==> config.mk <==
export PLATFORM = sky130hd
export DESIGN_NAME = rrm_refresh_host
export DESIGN_NICKNAME = d
export VERILOG_FILES = /design/src/rrm_pkg.sv /design/src/rrm_refresh_host.sv /design/src/rrm_timer.sv
export SDC_FILE = /design/constraint.sdc
export NUM_CORES = 1
export LEC_CHECK = 0
export ABC_AREA = 1
export BUFFER_PORTS_ARGS = -buffer_cell sky130_fd_sc_hd__buf_2
export CORE_UTILIZATION = 40
export CTS_CLUSTER_SIZE = 14
export DETAILED_ROUTE_END_ITERATION = 6
export GPL_TIMING_DRIVEN = 0
export HOLD_SLACK_MARGIN = 0.03
export MAX_ROUTING_LAYER = met4
export PLACE_DENSITY_LB_ADDON = 0.15
export REMOVE_ABC_BUFFERS = 1
export SLEW_MARGIN = 30
export SYNTH_ARGS = -nofsm -noshare
export SYNTH_HDL_FRONTEND = slang
export SYNTH_SLANG_ARGS = --single-unit
==> constraint.sdc <==
create_clock -name clock_i -period 6.9 [get_ports clock_i]
set_clock_uncertainty 0.2 [all_clocks]
set_input_delay 1.035 -clock clock_i [delete_from_list [all_inputs] [get_ports clock_i]]
set_output_delay 1.035 -clock clock_i [all_outputs]
set_load 0.01 [all_outputs]
==> src/rrm_pkg.sv <==
// Purpose: Constants and types of the refresh rate mode host
// Assumes: 10 MHz clock; APB register access; 32-bit data
// Notes:   Times kept in ns; cycle counts derived from the period
package rrm_pkg;
   localparam int CLK_PERIOD_NS = 100;
   localparam int REFI_BASE_NS  = 7800;
   localparam int RFC1_NS       = 350;
   localparam int RFC2_NS       = 260;
   localparam int RFC4_NS       = 160;
   localparam int MRW_GAP_NS    = 400;

   // Longest times round down, least times round up
   localparam int REFI1_CYC   = REFI_BASE_NS / CLK_PERIOD_NS;
   localparam int REFI2_CYC   = REFI_BASE_NS / (2 * CLK_PERIOD_NS);
   localparam int REFI4_CYC   = REFI_BASE_NS / (4 * CLK_PERIOD_NS);
   localparam int RFC1_CYC    = (RFC1_NS + CLK_PERIOD_NS - 1) / CLK_PERIOD_NS;
   localparam int RFC2_CYC    = (RFC2_NS + CLK_PERIOD_NS - 1) / CLK_PERIOD_NS;
   localparam int RFC4_CYC    = (RFC4_NS + CLK_PERIOD_NS - 1) / CLK_PERIOD_NS;
   localparam int MRW_GAP_CYC = (MRW_GAP_NS + CLK_PERIOD_NS - 1)
                                / CLK_PERIOD_NS;

   localparam int ADDR_W   = 8;
   localparam int DATA_W   = 32;
   localparam int REFCNT_W = 16;

   localparam logic [ADDR_W-1:0] ADDR_CTRL   = 8'h00;
   localparam logic [ADDR_W-1:0] ADDR_APPLY  = 8'h04;
   localparam logic [ADDR_W-1:0] ADDR_STATUS = 8'h08;
   localparam logic [ADDR_W-1:0] ADDR_REFCNT = 8'h0c;

   // Control word fields
   localparam int CTRL_EN_BIT    = 0;
   localparam int CTRL_MODE_LSB  = 1;
   localparam int CTRL_TCR_BIT   = 4;
   localparam int CTRL_EXT_BIT   = 5;
   localparam int CTRL_DYNHI_BIT = 6;
   localparam int APPLY_GO_BIT   = 0;

   // Status word fields
   localparam int STAT_MODE_LSB = 0;
   localparam int STAT_TCR_BIT  = 3;
   localparam int STAT_EXT_BIT  = 4;
   localparam int STAT_PEND_BIT = 5;
   localparam int STAT_BUSY_BIT = 6;
   localparam int STAT_CNT_LSB  = 7;
   localparam int STAT_ERR_BIT  = 9;

   // Granularity field of mode_register_three
   localparam logic [2:0] GRAN_FIX1  = 3'h0;
   localparam logic [2:0] GRAN_FIX2  = 3'h1;
   localparam logic [2:0] GRAN_FIX4  = 3'h2;
   localparam logic [2:0] GRAN_DYN12 = 3'h5;
   localparam logic [2:0] GRAN_DYN14 = 3'h6;
   localparam int         GRAN_DYN_BIT = 2;

   // temp_controlled_refresh bits of mode_register_four
   localparam int MR4_TCR_BIT = 1;
   localparam int MR4_EXT_BIT = 0;

   typedef enum logic [1:0] {KIND_1X, KIND_2X, KIND_4X} rrm_kind_t;

   typedef enum {ST_IDLE, ST_REF_WAIT, ST_MRW1, ST_MRW2} rrm_state_t;

   typedef struct packed {
      logic       refresh;
      logic       group_select_low;
      logic       mrw;
      logic       mrw_four;
      logic [2:0] field;
   } rrm_cmd_t;
endpackage

==> src/rrm_refresh_host.sv <==
// Purpose: Refresh scheduler driving refresh and mode register writes
// Assumes: Device follows the commands; software programs over APB
// Notes:   Mode changes of refresh rate wait for whole groups of fast refreshes
//
// The implementer's own choices: the APB register port and the address map.
`timescale 1ns/1ps
module rrm_refresh_host #(
   parameter int TW = 8
) (
   input  wire logic                        clock_i,
   input  wire logic                        resetn_i,
   input  wire logic                        psel_i,
   input  wire logic                        penable_i,
   input  wire logic                        pwrite_i,
   input  wire logic [rrm_pkg::ADDR_W-1:0]  paddr_i,
   input  wire logic [rrm_pkg::DATA_W-1:0]  pwdata_i,
   output logic      [rrm_pkg::DATA_W-1:0]  prdata_o,
   output logic                             pready_o,
   output logic                             pslverr_o,
   output rrm_pkg::rrm_cmd_t                cmd_o
);
   import rrm_pkg::*;

   function automatic rrm_kind_t high_kind(input logic [2:0] m);
      if (m == GRAN_FIX4 || m == GRAN_DYN14) begin
         high_kind = KIND_4X;
      end else if (m == GRAN_FIX2 || m == GRAN_DYN12) begin
         high_kind = KIND_2X;
      end else begin
         high_kind = KIND_1X;
      end
   endfunction

   function automatic logic is_legal(input logic [2:0] m);
      is_legal = (m == GRAN_FIX1) || (m == GRAN_FIX2) ||
                 (m == GRAN_FIX4) || (m == GRAN_DYN12) ||
                 (m == GRAN_DYN14);
   endfunction

   function automatic logic cnt_ok(input logic [2:0] m,
                                   input logic [1:0] c);
      case (high_kind(m))
         KIND_2X: cnt_ok = (c[0] == 1'b0);
         KIND_4X: cnt_ok = (c == '0);
         default: cnt_ok = 1'b1;
      endcase
   endfunction

   function automatic logic [TW-1:0] iv_cycles(input rrm_kind_t k,
                                               input logic ext);
      logic [TW-1:0] v;
      case (k)
         KIND_2X: v = TW'(REFI2_CYC);
         KIND_4X: v = TW'(REFI4_CYC);
         default: v = TW'(REFI1_CYC);
      endcase
      // Timer runs one cycle past its load value
      iv_cycles = (ext ? (v >> 1) : v) - TW'(1);
   endfunction

   function automatic logic [TW-1:0] rfc_cycles(input rrm_kind_t k);
      case (k)
         KIND_2X: rfc_cycles = TW'(RFC2_CYC - 1);
         KIND_4X: rfc_cycles = TW'(RFC4_CYC - 1);
         default: rfc_cycles = TW'(RFC1_CYC - 1);
      endcase
   endfunction

   function automatic rrm_kind_t next_kind(input logic [2:0] m,
                                           input logic [1:0] c,
                                           input logic hi);
      if (!m[GRAN_DYN_BIT] || c != '0 || hi) begin
         next_kind = high_kind(m);
      end else begin
         next_kind = KIND_1X;
      end
   endfunction

   function automatic logic [2:0] mr4_field(input logic temp_controlled_refresh,
                                            input logic ext);
      mr4_field = '0;
      mr4_field[MR4_TCR_BIT] = temp_controlled_refresh;
      mr4_field[MR4_EXT_BIT] = ext;
   endfunction

   logic                ref_en_q;
   logic [2:0]          mode_req_q;
   logic                tcr_req_q;
   logic                ext_req_q;
   logic                dyn_hi_q;
   logic                pend_q;
   logic [2:0]          tgt_mode_q;
   logic                tgt_tcr_q;
   logic                tgt_ext_q;
   logic [2:0]          act_mode_q;
   logic                act_tcr_q;
   logic                act_ext_q;
   logic                err_q;
   logic [1:0]          hi_cnt_q;
   logic [REFCNT_W-1:0] refcnt_q;
   rrm_kind_t           kind_q;
   rrm_state_t          state_q;
   rrm_state_t          state_d;
   rrm_cmd_t            cmd_q;
   logic [DATA_W-1:0]   prdata_q;
   logic [DATA_W-1:0]   rd_d;
   logic                mapped;
   logic                wr_en;
   logic                go;
   logic                go_ok;
   logic                rate_chg;
   logic                due;
   logic                iv_done;
   logic                bz_done;
   logic                iss_ref;
   logic                iss_mr;
   logic                mr_four;
   logic                iv_load;
   logic [TW-1:0]       iv_val;
   logic                bz_load;
   logic [TW-1:0]       bz_val;
   rrm_kind_t           nk;
   logic [TW-1:0]       gap_q;
   logic [TW-1:0]       last_iv_q;

   // APB slave, answers in the first access cycle
   assign wr_en     = psel_i && penable_i && pwrite_i;
   assign pready_o  = 1'b1;
   assign pslverr_o = psel_i && penable_i && !mapped;
   assign prdata_o  = prdata_q;

   always_comb begin
      rd_d   = '0;
      mapped = 1'b1;
      if (paddr_i == ADDR_CTRL) begin
         rd_d[CTRL_EN_BIT]              = ref_en_q;
         rd_d[CTRL_MODE_LSB +: 3]       = mode_req_q;
         rd_d[CTRL_TCR_BIT]             = tcr_req_q;
         rd_d[CTRL_EXT_BIT]             = ext_req_q;
         rd_d[CTRL_DYNHI_BIT]           = dyn_hi_q;
      end else if (paddr_i == ADDR_APPLY) begin
         rd_d[APPLY_GO_BIT]             = pend_q;
      end else if (paddr_i == ADDR_STATUS) begin
         rd_d[STAT_MODE_LSB +: 3]       = act_mode_q;
         rd_d[STAT_TCR_BIT]             = act_tcr_q;
         rd_d[STAT_EXT_BIT]             = act_ext_q;
         rd_d[STAT_PEND_BIT]            = pend_q;
         rd_d[STAT_BUSY_BIT]            = (state_q != ST_IDLE);
         rd_d[STAT_CNT_LSB +: 2]        = hi_cnt_q;
         rd_d[STAT_ERR_BIT]             = err_q;
      end else if (paddr_i == ADDR_REFCNT) begin
         rd_d[REFCNT_W-1:0]             = refcnt_q;
      end else begin
         mapped = 1'b0;
      end
   end

   always_ff @(posedge clock_i or negedge resetn_i) begin
      if (!resetn_i) begin
         prdata_q <= '0;
      end else if (psel_i && !penable_i) begin
         prdata_q <= rd_d;
      end
   end

   // Control register
   always_ff @(posedge clock_i or negedge resetn_i) begin
      if (!resetn_i) begin
         ref_en_q   <= 1'b0;
         mode_req_q <= GRAN_FIX1;
         tcr_req_q  <= 1'b0;
         ext_req_q  <= 1'b0;
         dyn_hi_q   <= 1'b0;
      end else if (wr_en && paddr_i == ADDR_CTRL) begin
         ref_en_q   <= pwdata_i[CTRL_EN_BIT];
         mode_req_q <= pwdata_i[CTRL_MODE_LSB +: 3];
         tcr_req_q  <= pwdata_i[CTRL_TCR_BIT];
         ext_req_q  <= pwdata_i[CTRL_EXT_BIT];
         dyn_hi_q   <= pwdata_i[CTRL_DYNHI_BIT];
      end
   end

   // Mode change request, refused if reserved, pending, or temperature refresh with a mode other than GRAN_FIX1
   assign go    = wr_en && paddr_i == ADDR_APPLY && pwdata_i[APPLY_GO_BIT];
   assign go_ok = !pend_q && is_legal(mode_req_q) &&
                  !(tcr_req_q && mode_req_q != GRAN_FIX1);

   always_ff @(posedge clock_i or negedge resetn_i) begin
      if (!resetn_i) begin
         pend_q     <= 1'b0;
         tgt_mode_q <= GRAN_FIX1;
         tgt_tcr_q  <= 1'b0;
         tgt_ext_q  <= 1'b0;
      end else if (go && go_ok) begin
         pend_q     <= 1'b1;
         tgt_mode_q <= mode_req_q;
         tgt_tcr_q  <= tcr_req_q;
         tgt_ext_q  <= ext_req_q;
      end else if (state_q == ST_MRW2 && bz_done) begin
         pend_q     <= 1'b0;
      end
   end

   // Error flag, a new refusal wins over the clear
   always_ff @(posedge clock_i or negedge resetn_i) begin
      if (!resetn_i) begin
         err_q <= 1'b0;
      end else if (go && !go_ok) begin
         err_q <= 1'b1;
      end else if (wr_en && paddr_i == ADDR_STATUS &&
                   pwdata_i[STAT_ERR_BIT]) begin
         err_q <= 1'b0;
      end
   end

   // Scheduler
   assign rate_chg = high_kind(tgt_mode_q) != high_kind(act_mode_q);
   assign due      = iv_done && ref_en_q;
   assign nk       = next_kind(act_mode_q, hi_cnt_q, dyn_hi_q);

   always_comb begin
      state_d = state_q;
      iss_ref = 1'b0;
      iss_mr  = 1'b0;
      mr_four = 1'b0;
      iv_load = 1'b0;
      iv_val  = iv_cycles(nk, act_tcr_q && act_ext_q);
      bz_load = 1'b0;
      bz_val  = rfc_cycles(nk);
      case (state_q)
         ST_IDLE: begin
            if (pend_q && (!rate_chg ||
                cnt_ok(act_mode_q, hi_cnt_q))) begin
               iss_mr  = 1'b1;
               mr_four = !tgt_tcr_q;
               bz_load = 1'b1;
               bz_val  = TW'(MRW_GAP_CYC - 1);
               state_d = ST_MRW1;
            end else if (due) begin
               iss_ref = 1'b1;
               iv_load = 1'b1;
               bz_load = 1'b1;
               state_d = ST_REF_WAIT;
            end
         end
         ST_REF_WAIT: begin
            if (bz_done) begin
               state_d = ST_IDLE;
            end
         end
         ST_MRW1: begin
            if (bz_done) begin
               iss_mr  = 1'b1;
               mr_four = tgt_tcr_q;
               bz_load = 1'b1;
               bz_val  = TW'(MRW_GAP_CYC - 1);
               state_d = ST_MRW2;
            end
         end
         ST_MRW2: begin
            if (bz_done) begin
               iv_load = 1'b1;
               state_d = ST_IDLE;
            end
         end
         default: state_d = ST_IDLE;
      endcase
   end

   always_ff @(posedge clock_i or negedge resetn_i) begin
      if (!resetn_i) begin
         state_q <= ST_IDLE;
      end else begin
         state_q <= state_d;
      end
   end

   rrm_timer #(.W(TW)) u_iv_timer (
      .clock_i  (clock_i),
      .resetn_i (resetn_i),
      .load_i   (iv_load),
      .value_i  (iv_val),
      .done_o   (iv_done)
   );

   rrm_timer #(.W(TW)) u_busy_timer (
      .clock_i  (clock_i),
      .resetn_i (resetn_i),
      .load_i   (bz_load),
      .value_i  (bz_val),
      .done_o   (bz_done)
   );

   // Active mode as written to the device
   always_ff @(posedge clock_i or negedge resetn_i) begin
      if (!resetn_i) begin
         act_mode_q <= GRAN_FIX1;
         act_tcr_q  <= 1'b0;
         act_ext_q  <= 1'b0;
      end else if (iss_mr && !mr_four) begin
         act_mode_q <= tgt_mode_q;
      end else if (iss_mr && mr_four) begin
         act_tcr_q  <= tgt_tcr_q;
         act_ext_q  <= tgt_ext_q;
      end
   end

   // Fast refresh count since the last single or rate change
   always_ff @(posedge clock_i or negedge resetn_i) begin
      if (!resetn_i) begin
         hi_cnt_q <= '0;
      end else if (iss_mr && !mr_four && rate_chg) begin
         hi_cnt_q <= '0;
      end else if (iss_ref) begin
         if (nk == KIND_1X) begin
            hi_cnt_q <= '0;
         end else if (nk == KIND_2X) begin
            hi_cnt_q <= {1'b0, ~hi_cnt_q[0]};
         end else begin
            hi_cnt_q <= hi_cnt_q + 2'h1;
         end
      end
   end

   always_ff @(posedge clock_i or negedge resetn_i) begin
      if (!resetn_i) begin
         kind_q   <= KIND_1X;
         refcnt_q <= '0;
      end else if (iss_ref) begin
         kind_q   <= nk;
         refcnt_q <= refcnt_q + REFCNT_W'(1);
      end
   end

   // Command outputs
   always_ff @(posedge clock_i or negedge resetn_i) begin
      if (!resetn_i) begin
         cmd_q <= '0;
      end else begin
         cmd_q.refresh          <= iss_ref;
         cmd_q.group_select_low <= iss_ref && act_mode_q[GRAN_DYN_BIT] &&
                                   nk != KIND_1X;
         cmd_q.mrw              <= iss_mr;
         cmd_q.mrw_four         <= iss_mr && mr_four;
         cmd_q.field            <= !iss_mr ? 3'h0 :
                                   mr_four ? mr4_field(tgt_tcr_q, tgt_ext_q)
                                           : tgt_mode_q;
      end
   end

   assign cmd_o = cmd_q;

   // Helper for interval checks
   always_ff @(posedge clock_i or negedge resetn_i) begin
      if (!resetn_i) begin
         gap_q     <= '0;
         last_iv_q <= '0;
      end else if (iv_load) begin
         gap_q     <= '0;
         last_iv_q <= iv_val;
      end else if (gap_q != '1) begin
         gap_q     <= gap_q + TW'(1);
      end
   end
endmodule

==> src/rrm_timer.sv <==
// Purpose: Loadable down counter used for intervals and waits
// Assumes: Load value counts cycles until done
// Notes:   Holds at zero until loaded again
`timescale 1ns/1ps
module rrm_timer #(
   parameter int W = 8
) (
   input  wire logic         clock_i,
   input  wire logic         resetn_i,
   input  wire logic         load_i,
   input  wire logic [W-1:0] value_i,
   output logic              done_o
);
   logic [W-1:0] count_q;

   always_ff @(posedge clock_i or negedge resetn_i) begin
      if (!resetn_i) begin
         count_q <= '0;
      end else if (load_i) begin
         count_q <= value_i;
      end else if (count_q != '0) begin
         count_q <= count_q - W'(1);
      end
   end

   assign done_o = (count_q == '0);
endmodule

Word level (Yosys, flattened, before mapping)
Cells that the tools add are included.
{ "op_classes": {"eq_ne": 27, "bitwise": 2, "addsub": 5, "reduce_logical": 64, "muxes": 56} }
{ "ops": {"columns": ["op", "n"], "rows": [
  ["two-way mux 32 bit", 4],
  ["case mux 32 bit (3 select lines)", 1],
  ["equality test 32 x 2 -> 1 bit (second input constant)", 2],
  ["two-way mux 8 bit", 7],
  ["equality test 32 x 1 -> 1 bit (second input constant)", 1],
  ["equality test 32 x 3 -> 1 bit (second input constant)", 1],
  ["zero test 32 bit", 1],
  ["nonzero test 32 bit", 1],
  ["zero test 8 bit", 3],
  ["subtractor 8 x 1 -> 8 bit (second input constant)", 3],
  ["logical AND 1 bit", 23],
  ["two-way mux 1 bit", 20],
  ["equality test 3 bit (second input constant)", 6],
  ["adder 16 x 1 -> 16 bit (second input constant)", 1],
  ["equality test 8 x 4 -> 1 bit (second input constant)", 2],
  ["two-way mux 16 bit", 1],
  ["two-way mux 2 bit", 8],
  ["case mux 8 bit (2 select lines)", 1],
  ["nonzero test 8 bit", 2],
  ["two-way mux 15 bit", 1],
  ["case mux 7 bit (2 select lines)", 1],
  ["nonzero test 2 bit", 7],
  ["logical OR 1 bit", 11],
  ["two-way mux 10 bit", 1],
  ["24 further kinds", 45]
]} }
{ "totals": {"word_cells": 178, "register_bits": 108} }

Longest topological paths before layout
Gate-level depths: netlist (run 1).
{ "logic_depth": {"ltp_word": 16, "ltp_mapped": 20} }

Cells and area by module
Synthesis (run 1) repeated with hierarchy kept, for this count alone.
{ "hier_totals": {"cells_unflattened": 585, "hier_area_um2": 4554.4} }
{ "modules_own_cells": {"columns": ["module", "seq_area_each_um2", "area_each_um2", "n_inst", "cells_each"], "rows": [
  ["rrm_refresh_host", 1551.5, 3523.4, 1, 440],
  ["rrm_timer (u_iv_timer)", 200.2, 518.0, 1, 74],
  ["rrm_timer (u_busy_timer)", 200.2, 513.0, 1, 71]
]} }

Worst setup path before layout (run 1)
No wires, ideal clock.
{ "synth_timing": {"kind": "in2out", "start": "input paddr_i[7] (netlist name)", "end": "output pslverr_o", "t_arrival_ns": 2.067, "cell_stages": 7, "setup_slack_ns": 3.598, "n_path_buf": 1, "path_cell_list": "nor2_1 > nand2_1 > nor4_1 > inv_1 > buf_2 > nand4_1 > nor3_1"} }
{ "synth_between": {"elab_chain_cells": 7} }
{ "synth_rtl": {"columns": ["element", "line_no", "rtl"], "rows": [
  ["start, declared", "rrm_refresh_host.sv:15", "input wire logic [rrm_pkg::ADDR_W-1:0] paddr_i,"],
  ["equality test 8 x 4 -> 1 bit", "rrm_refresh_host.sv:151", "end else if (paddr_i == ADDR_REFCNT) begin"],
  ["two-way mux 1 bit", "rrm_refresh_host.sv:151", null],
  ["two-way mux 1 bit", "rrm_refresh_host.sv:143", "end else if (paddr_i == ADDR_STATUS) begin"],
  ["two-way mux 1 bit", "rrm_refresh_host.sv:141", "end else if (paddr_i == ADDR_APPLY) begin"],
  ["two-way mux 1 bit *", "rrm_refresh_host.sv:135", "if (paddr_i == ADDR_CTRL) begin"],
  ["zero test 1 bit *", "rrm_refresh_host.sv:129", "assign pslverr_o = psel_i && penable_i && !mapped;"],
  ["logical AND 1 bit *", "rrm_refresh_host.sv:129", null],
  ["end, declared", "rrm_refresh_host.sv:19", "output logic pslverr_o,"]
]} }
Every way passes the cells marked *; elsewhere a longest branch is shown, timed or not.

Final worst setup path (run 1)
{ "layout_timing": {"start": "input paddr_i[5] (netlist name)", "end": "output pslverr_o"} }
Same word-level chain as after synthesis.

==> impl_metrics.py, run 1 <==
metrics = {
    "outcome": {
        "status": "finished, final reports clean",
    },
    "timing": {
        "hold_violations": 0,
        "slew_headroom_pct": 53.2,
        "maxSlewViolCount": 0,
        "finalCritPeriodShare_pct": 56.9,
        "setup_viol_count_final": 0,
        "tightestPinTransition_ns": 0.696,
        "rsz0062_at_grt": "no",
        "timing.fmax_ghz": 0.255,
        "period_needed_ns": 3.93,
        "finalSetupTns_ns": 0,
    },
    "synth": {
        "synth.largest_area_cell": "dfrtp_1",
        "ys_warn_count": 0,
        "synthFlopType": "dfrtp_1",
        "ys_seq_elements": 78,
        "synth_common_cells": "nand2_1, dfrtp_1, inv_1, nor2_1, o21ai_0",
        "yosysTopAreaCellShare_pct": 45.9,
        "synth_edf_count": 0,
        "ys_seq_area_share_pct": 45.9,
        "netlist_area_um2": 4250,
        "synth-async-reset-ratio_pct": 100,
        "synthTopCellsByArea": "dfrtp_1, nand2_1, inv_1",
        "synthCells": 507,
        "synth.distinct_cells": 43,
        "syn_area_per_cell_um2": 8.39,
        "synth_most_common_cell": "nand2_1",
    },
    "die": {
        "ios": 86,
        "initial_utilization_pct": 41.2,
        "row_count": 37,
        "coreArea_um2": 10300,
        "dieArea_um2": 11100,
        "die_y_um": 105,
        "die_w_um": 105,
    },
    "clock_network": {
        "cts_buffer_depth": 2,
        "cts_resized": 0,
        "clock_latency_ns": 0.36,
        "cts_htree_levels": 3,
        "cts_hold_buf": 0,
        "cts_made_buffers": 9,
        "cts.sinks": 78,
        "cts_tree": "built",
        "cts-root-buf": "clkbuf_8",
        "post_cts_buffers": 0,
        "cts.reportedPaths.clkPinSlew_ns": 0.07,
    },
    "placement": {
        "gp_congestion": 0.802,
        "dpl_cell_area_um2": 4590,
        "numPortBuffers": 44,
        "dpl.hpwl_mm": 6.77,
    },
    "power": {
        "power_frac_comb_pct": 16.5,
        "netSwitchingFraction_pct": 28.9,
        "p_int_mw": 0.769,
        "p_leak_nw": 2.40,
        "p_sw_mw": 0.313,
        "pwr-share-clk_pct": 35.7,
        "p_total_mw": 1.08,
        "ir_drop_mv": 0.0815,
        "p_seq_share_pct": 47.9,
        "cellPowerDensity_nw_per_um2": 225,
    },
    "min_path": {
        "holdCritPathClass": "reg -> reg",
        "min_from": "refcnt_q[15]",
    },
    "worst_setup_path": {
        "cp.required_ns": 5.66,
        "path_max_fanout": 10,
        "cp-start-kind": "primary input",
        "timing.rr.start": "act_mode_q[0]",
        "arrival_ns": 2.69,
        "crit_start": "paddr_i[5]",
        "endpoint_kind": "output port",
        "critPathKind": "in -> out",
    },
    "global_routing": {
        "antenna_found_initial": 0,
        "grt_pass1_vias": 3302,
        "grt_util_all_layers_pct": 18.7,
        "grt.overflow.total": 0,
        "grt_first_pass_wirelength_mm": 15.6,
        "grt_max_degree": 53,
    },
    "route": {
        "routed_wl_mm": 8.93,
        "via_per_inst": 4.75,
        "drt_iter0_markers": 156,
        "met1_length_mm": 4.26,
        "wl_per_cell_um": 12.8,
        "topRoutingLayerUsed": "met4",
        "met2WireLength_mm": 4.28,
        "remaining_drc_errors": 0,
        "firstDrtPassIters": 4,
        "vias": 3309,
        "met3_length_um": 284,
        "ant_nets": 0,
    },
    "layout": {
        "nets": 619,
        "final_cell_area_um2": 4810,
        "drive_gt1_share_pct": 17.1,
        "antenna_cells": 0,
        "area_growth_pct": 13.1,
    },
    "run": {
        "max-cap-violations": 0,
    },
}
cell type report:
type / count / area, um2
Clock inverter: 5 / 81.3
Inverter: 80 / 300
Sequential cell: 78 / 1950
Fill cell: 1071 / 5510
Tap cell: 136 / 170
Timing Repair Buffer: 45 / 254
Clock buffer: 11 / 141
Multi-Input combinational cell: 342 / 1910
worst paths after layout:
| path | end | slack, ns | cells past startpoint |
|---|---|---|---|
| max | pslverr_o | 2.97 | 8 |
| max in group asynchronous | u_busy_timer.count_q[0] | 5.61 | 2 |
| min reg2reg | refcnt_q[15] | 0.27 | 1 |
| min | refcnt_q[15] | 0.27 | 1 |
| max reg2reg | u_iv_timer.count_q[2] | 4.17 | 17 |
| min in group asynchronous | prdata_o[0] | 0.34 | 1 |
critical path, stage by stage:
cell and delay, ns:
buf_2 0.10, nor2_1 0.09, nand2_1 0.16, nor4_4 0.43, clkinv_1 0.45, nand4_1 0.20, nor3_1 0.06, buf_2 0.16
metal layers:
| layer | GRT usage, % | vias up |
|---|---|---|
| met5 | - | - |
| met4 | 6.64 | 0 |
| met3 | 4.18 | 10 |
| met2 | 29.6 | 52 |
| met1 | 23.5 | 1572 |
| li1 | - | 1675 |
logic make-up after synthesis:
family	synth area share, %
simple gates	23.9
buf+inv	10.5
flops	45.9
compound gates	10.2
fa+ha+maj	5.29
xor+xnor	3.71
other cells	0.177
mux	0.265
stage by stage:
step	cells	worst slack [ns]	util (%)	hold WS [ns]
floorplan	500	3.61	-	0.242
global placement	680	2.95	44.1	0.261
detailed placement	681	2.92	44.4	0.260
CTS	697	2.92	46.6	0.279
global route	697	2.78	46.6	0.300
finish	697	2.97	46.6	0.273
power by group through the flow:
stage / logic, mW / registers (mW) / clock network [mW]
global route: 0.205 / 0.523 / 0.421
finish: 0.178 / 0.518 / 0.386
detailed placement: 0.181 / 0.527 / 0
global placement: 0.173 / 0.525 / 0
CTS: 0.181 / 0.518 / 0.400
floorplan: 0.133 / 0.522 / 0
cell usage in the layout (no fill, tap or decap), types with 3 or more instances in the layout:
cell type   n
nor2_2      5
inv_1      73
nor3_1      6
conb_1     17
clkbuf_8   10
inv_2       6
nor2_4      5
a21oi_1    27
ha_1       18
dfrtp_1    78
o21ai_0    30
o31ai_1     4
nor2_1     54
nand2_2     7
nand4_1     5
o22ai_1     3
nand3_1    21
xor2_1     16
buf_2      43
nand2_1    95
sequential cells by signal, summed over array words and instances (netlist names), 2 cells and up:
name                  count
cmd_o                     7
prdata_o                 16
hi_cnt_q                  2
act_mode_q                3
state_q                   2
tgt_mode_q                3
u_busy_timer.count_q      8
mode_req_q                3
refcnt_q                 16
u_iv_timer.count_q        8
Note: power is estimated with default switching activity, not from simulation.
==> run 2: changes to the inputs <==
Settings changed: ABC_AREA 1 to 0.
Clock period 6.9 ns to 3.67 ns, I/O delays scaled along.
==> run 2 against run 1 <==
Effect of this change:
- area after synthesis increased by 6.3%
- largest power group unchanged
- worst setup slack got worse by 2.7 ns
- via count increased by 0.24%
- highest routed layer unchanged
- total power increased by 140%
- final area increased by 7.4%
- register-to-register slack got worse by 3.9 ns
- routed wire length increased by 7.5%
- worst hold slack got worse by 0.032 ns
- first-iteration DRC count increased by 10%
- non-clock buffer count increased by 3
==> impl_metrics.py, run 2 <==
metrics = {
    "outcome": {
        "status": "finished, final reports clean",
    },
    "timing": {
        "tightestPinTransition_ns": 0.820,
        "period_needed_ns": 3.39,
        "layout_setup_ws_ns": 0.283,
        "setup_viol_count_final": 0,
        "finalCritPeriodShare_pct": 92.3,
        "maxSlewViolCount": 0,
        "hold_violations": 0,
        "timing.fmax_ghz": 0.295,
        "slew_headroom_pct": 44.9,
    },
    "die": {
        "die_w_um": 108,
        "ios": 86,
        "dieArea_um2": 11700,
        "initial_utilization_pct": 41.3,
        "die_y_um": 108,
        "coreArea_um2": 10900,
        "row_count": 38,
    },
    "route": {
        "drt_iter0_markers": 172,
        "firstDrtPassIters": 6,
        "remaining_drc_errors": 0,
        "via_per_inst": 5.36,
        "wl_per_cell_um": 15.5,
        "routed_wl_mm": 9.60,
        "vias": 3317,
        "ant_nets": 0,
    },
    "synth": {
        "ys_seq_elements": 78,
        "synth.largest_area_cell": "dfrtp_1",
        "yosysTopAreaCellShare_pct": 43.2,
        "synthTopCellsByArea": "dfrtp_1, ha_1, mux2i_1",
        "synthCells": 434,
        "netlist_area_um2": 4520,
        "synth_edf_count": 0,
        "ys_warn_count": 0,
        "synth_most_common_cell": "dfrtp_1",
        "synth.distinct_cells": 68,
        "ys_seq_area_share_pct": 43.2,
        "synth_common_cells": "dfrtp_1, nor2_1, nand2_1, inv_1, buf_4",
        "syn_area_per_cell_um2": 10.4,
        "synthFlopType": "dfrtp_1",
        "synth-async-reset-ratio_pct": 100,
    },
    "clock_network": {
        "cts_made_buffers": 9,
        "cts_tree": "built",
        "cts_buffer_depth": 2,
        "cts-root-buf": "clkbuf_16",
        "cts_htree_levels": 3,
        "cts.sinks": 78,
        "clock_latency_ns": 0.34,
        "cts.reportedPaths.clkPinSlew_ns": 0.06,
    },
    "global_routing": {
        "grt_util_all_layers_pct": 18.5,
        "grt_max_degree": 50,
        "grt_pass1_vias": 3215,
        "grt_first_pass_wirelength_mm": 16.0,
        "grt.overflow.total": 0,
        "antenna_found_initial": 0,
    },
    "layout": {
        "final_cell_area_um2": 5170,
        "mostFrequentLayoutCells": "dfrtp_1, buf_2, nor2_1, nand2_1, inv_1",
        "area_growth_pct": 14.3,
        "antenna_cells": 0,
        "final_core_util_pct": 47.3,
        "nets": 537,
        "layout_commonest_cell": "dfrtp_1",
        "drive_gt1_share_pct": 21.5,
    },
    "power": {
        "p_total_mw": 2.57,
        "p_leak_nw": 2.44,
        "ir_drop_mv": 0.286,
        "cellPowerDensity_nw_per_um2": 498,
    },
    "min_path": {
        "holdCritPathClass": "in -> reg",
        "min_from": "pwdata_i[2]",
    },
    "worst_setup_path": {
        "cp_slowest_stage_delay_ns": 0.43,
        "crit_slowest_cell": "dfrtp_1",
        "path_cells": "inv_1 > ha_1 > and4bb_2 > a211oi_4 > a21o_1 > and2_2 > mux2i_1 > ha_1 > nand2_1 > nor3_1 > mux2i_1 > mux2i_1",
        "path_max_fanout": 8,
        "path_common_cell": "mux2i_1",
        "crit_start": "act_mode_q[1]",
        "critPathKind": "reg -> reg",
        "cp_top_family": "simple AND/OR/NAND/NOR gates",
        "endpoint_kind": "flop",
        "path_buf_inv": 1,
        "cp-start-kind": "flop",
        "arrival_ns": 3.41,
        "cp.required_ns": 3.69,
        "timing.rr.start": "act_mode_q[1]",
    },
    "placement": {
        "dpl_cell_area_um2": 4800,
        "dpl.hpwl_mm": 7.09,
        "gp_congestion": 0.790,
        "numPortBuffers": 44,
        "place_ws_ns": 0.0368,
    },
    "run": {
        "max-cap-violations": 0,
    },
}
-- run 2: cell count changes in the layout (fill, tap and decap cells not counted), moves of 17 or more --
cell,change
mux2i_1,+17
inv_1,-50
o21ai_0,-20
a21oi_1,-17
nand2_1,-67
nor2_1,-24
-- run 2: per-layer routing --
layer	vias to the layer above	track usage, %	routed length (um)
li1	1609	-	-
met1	1625	23.4	4640
met2	71	28.9	4440
met3	12	4.16	365
met4	0	6.56	154
met5	-	-	0
-- run 2: cells by family (layout without fill, tap and decap cells) --
group	count (synthesis)	after routing	share of synthesized area (%)
AOI/OAI and AO/OA	73	73	12.4
xor gates and xnor gates	24	24	4.65
adders and majority gates	18	18	4.98
buffers and inverters	57	87	6.75
DFF	78	78	43.2
muxes	34	34	8.30
other	2	17	0.166
and+or+nand+nor	148	148	19.6
-- run 2: stage by stage --
stage | std cells | hold WS [ns] | TNS [ns]
after floorplan | 415 | 0.0549 | 0
after global routing | 619 | 0.226 | -0.00622
after detailed placement | 600 | 0.264 | 0
after global placement | 599 | 0.261 | 0
after CTS | 617 | 0.231 | 0
final | 619 | 0.241 | 0
-- run 2: final cells by class --
cell class / instances / area, um2
tap: 140 / 175
fill: 1043 / 5770
inverter: 23 / 86.3
clock buffer: 11 / 243
multi-input combinational: 314 / 2350
clock inverter: 5 / 82.6
sequential: 78 / 1950
timing repair buffer: 48 / 275
-- run 2: where the power goes --
| group | switching [mW] | internal (mW) |
|---|---|---|
| logic | 0.316 | 0.239 |
| clock network | 0.352 | 0.615 |
| registers | 0.0901 | 0.959 |
| total | 0.758 | 1.81 |
-- run 2: repair_timing --
action                                  in CTS  in global routing
hold buffers                                 1                  0
resized for setup                            0                  4
buffers inserted                             0                  2
endpoints found under the setup margin       0                  2
endpoints found under the hold margin       29                  0
-- run 2: final timing paths --
kind	end	slack, ns	cells after the start
worst min register to register	refcnt_q[15]	0.27	1
max in group asynchronous	u_iv_timer.count_q[0]	2.20	3
worst max register to register	u_iv_timer.count_q[6]	0.28	12
min in group asynchronous	tcr_req_q	0.48	2
worst max-delay path	u_iv_timer.count_q[6]	0.28	12
worst min-delay path	mode_req_q[1]	0.24	2
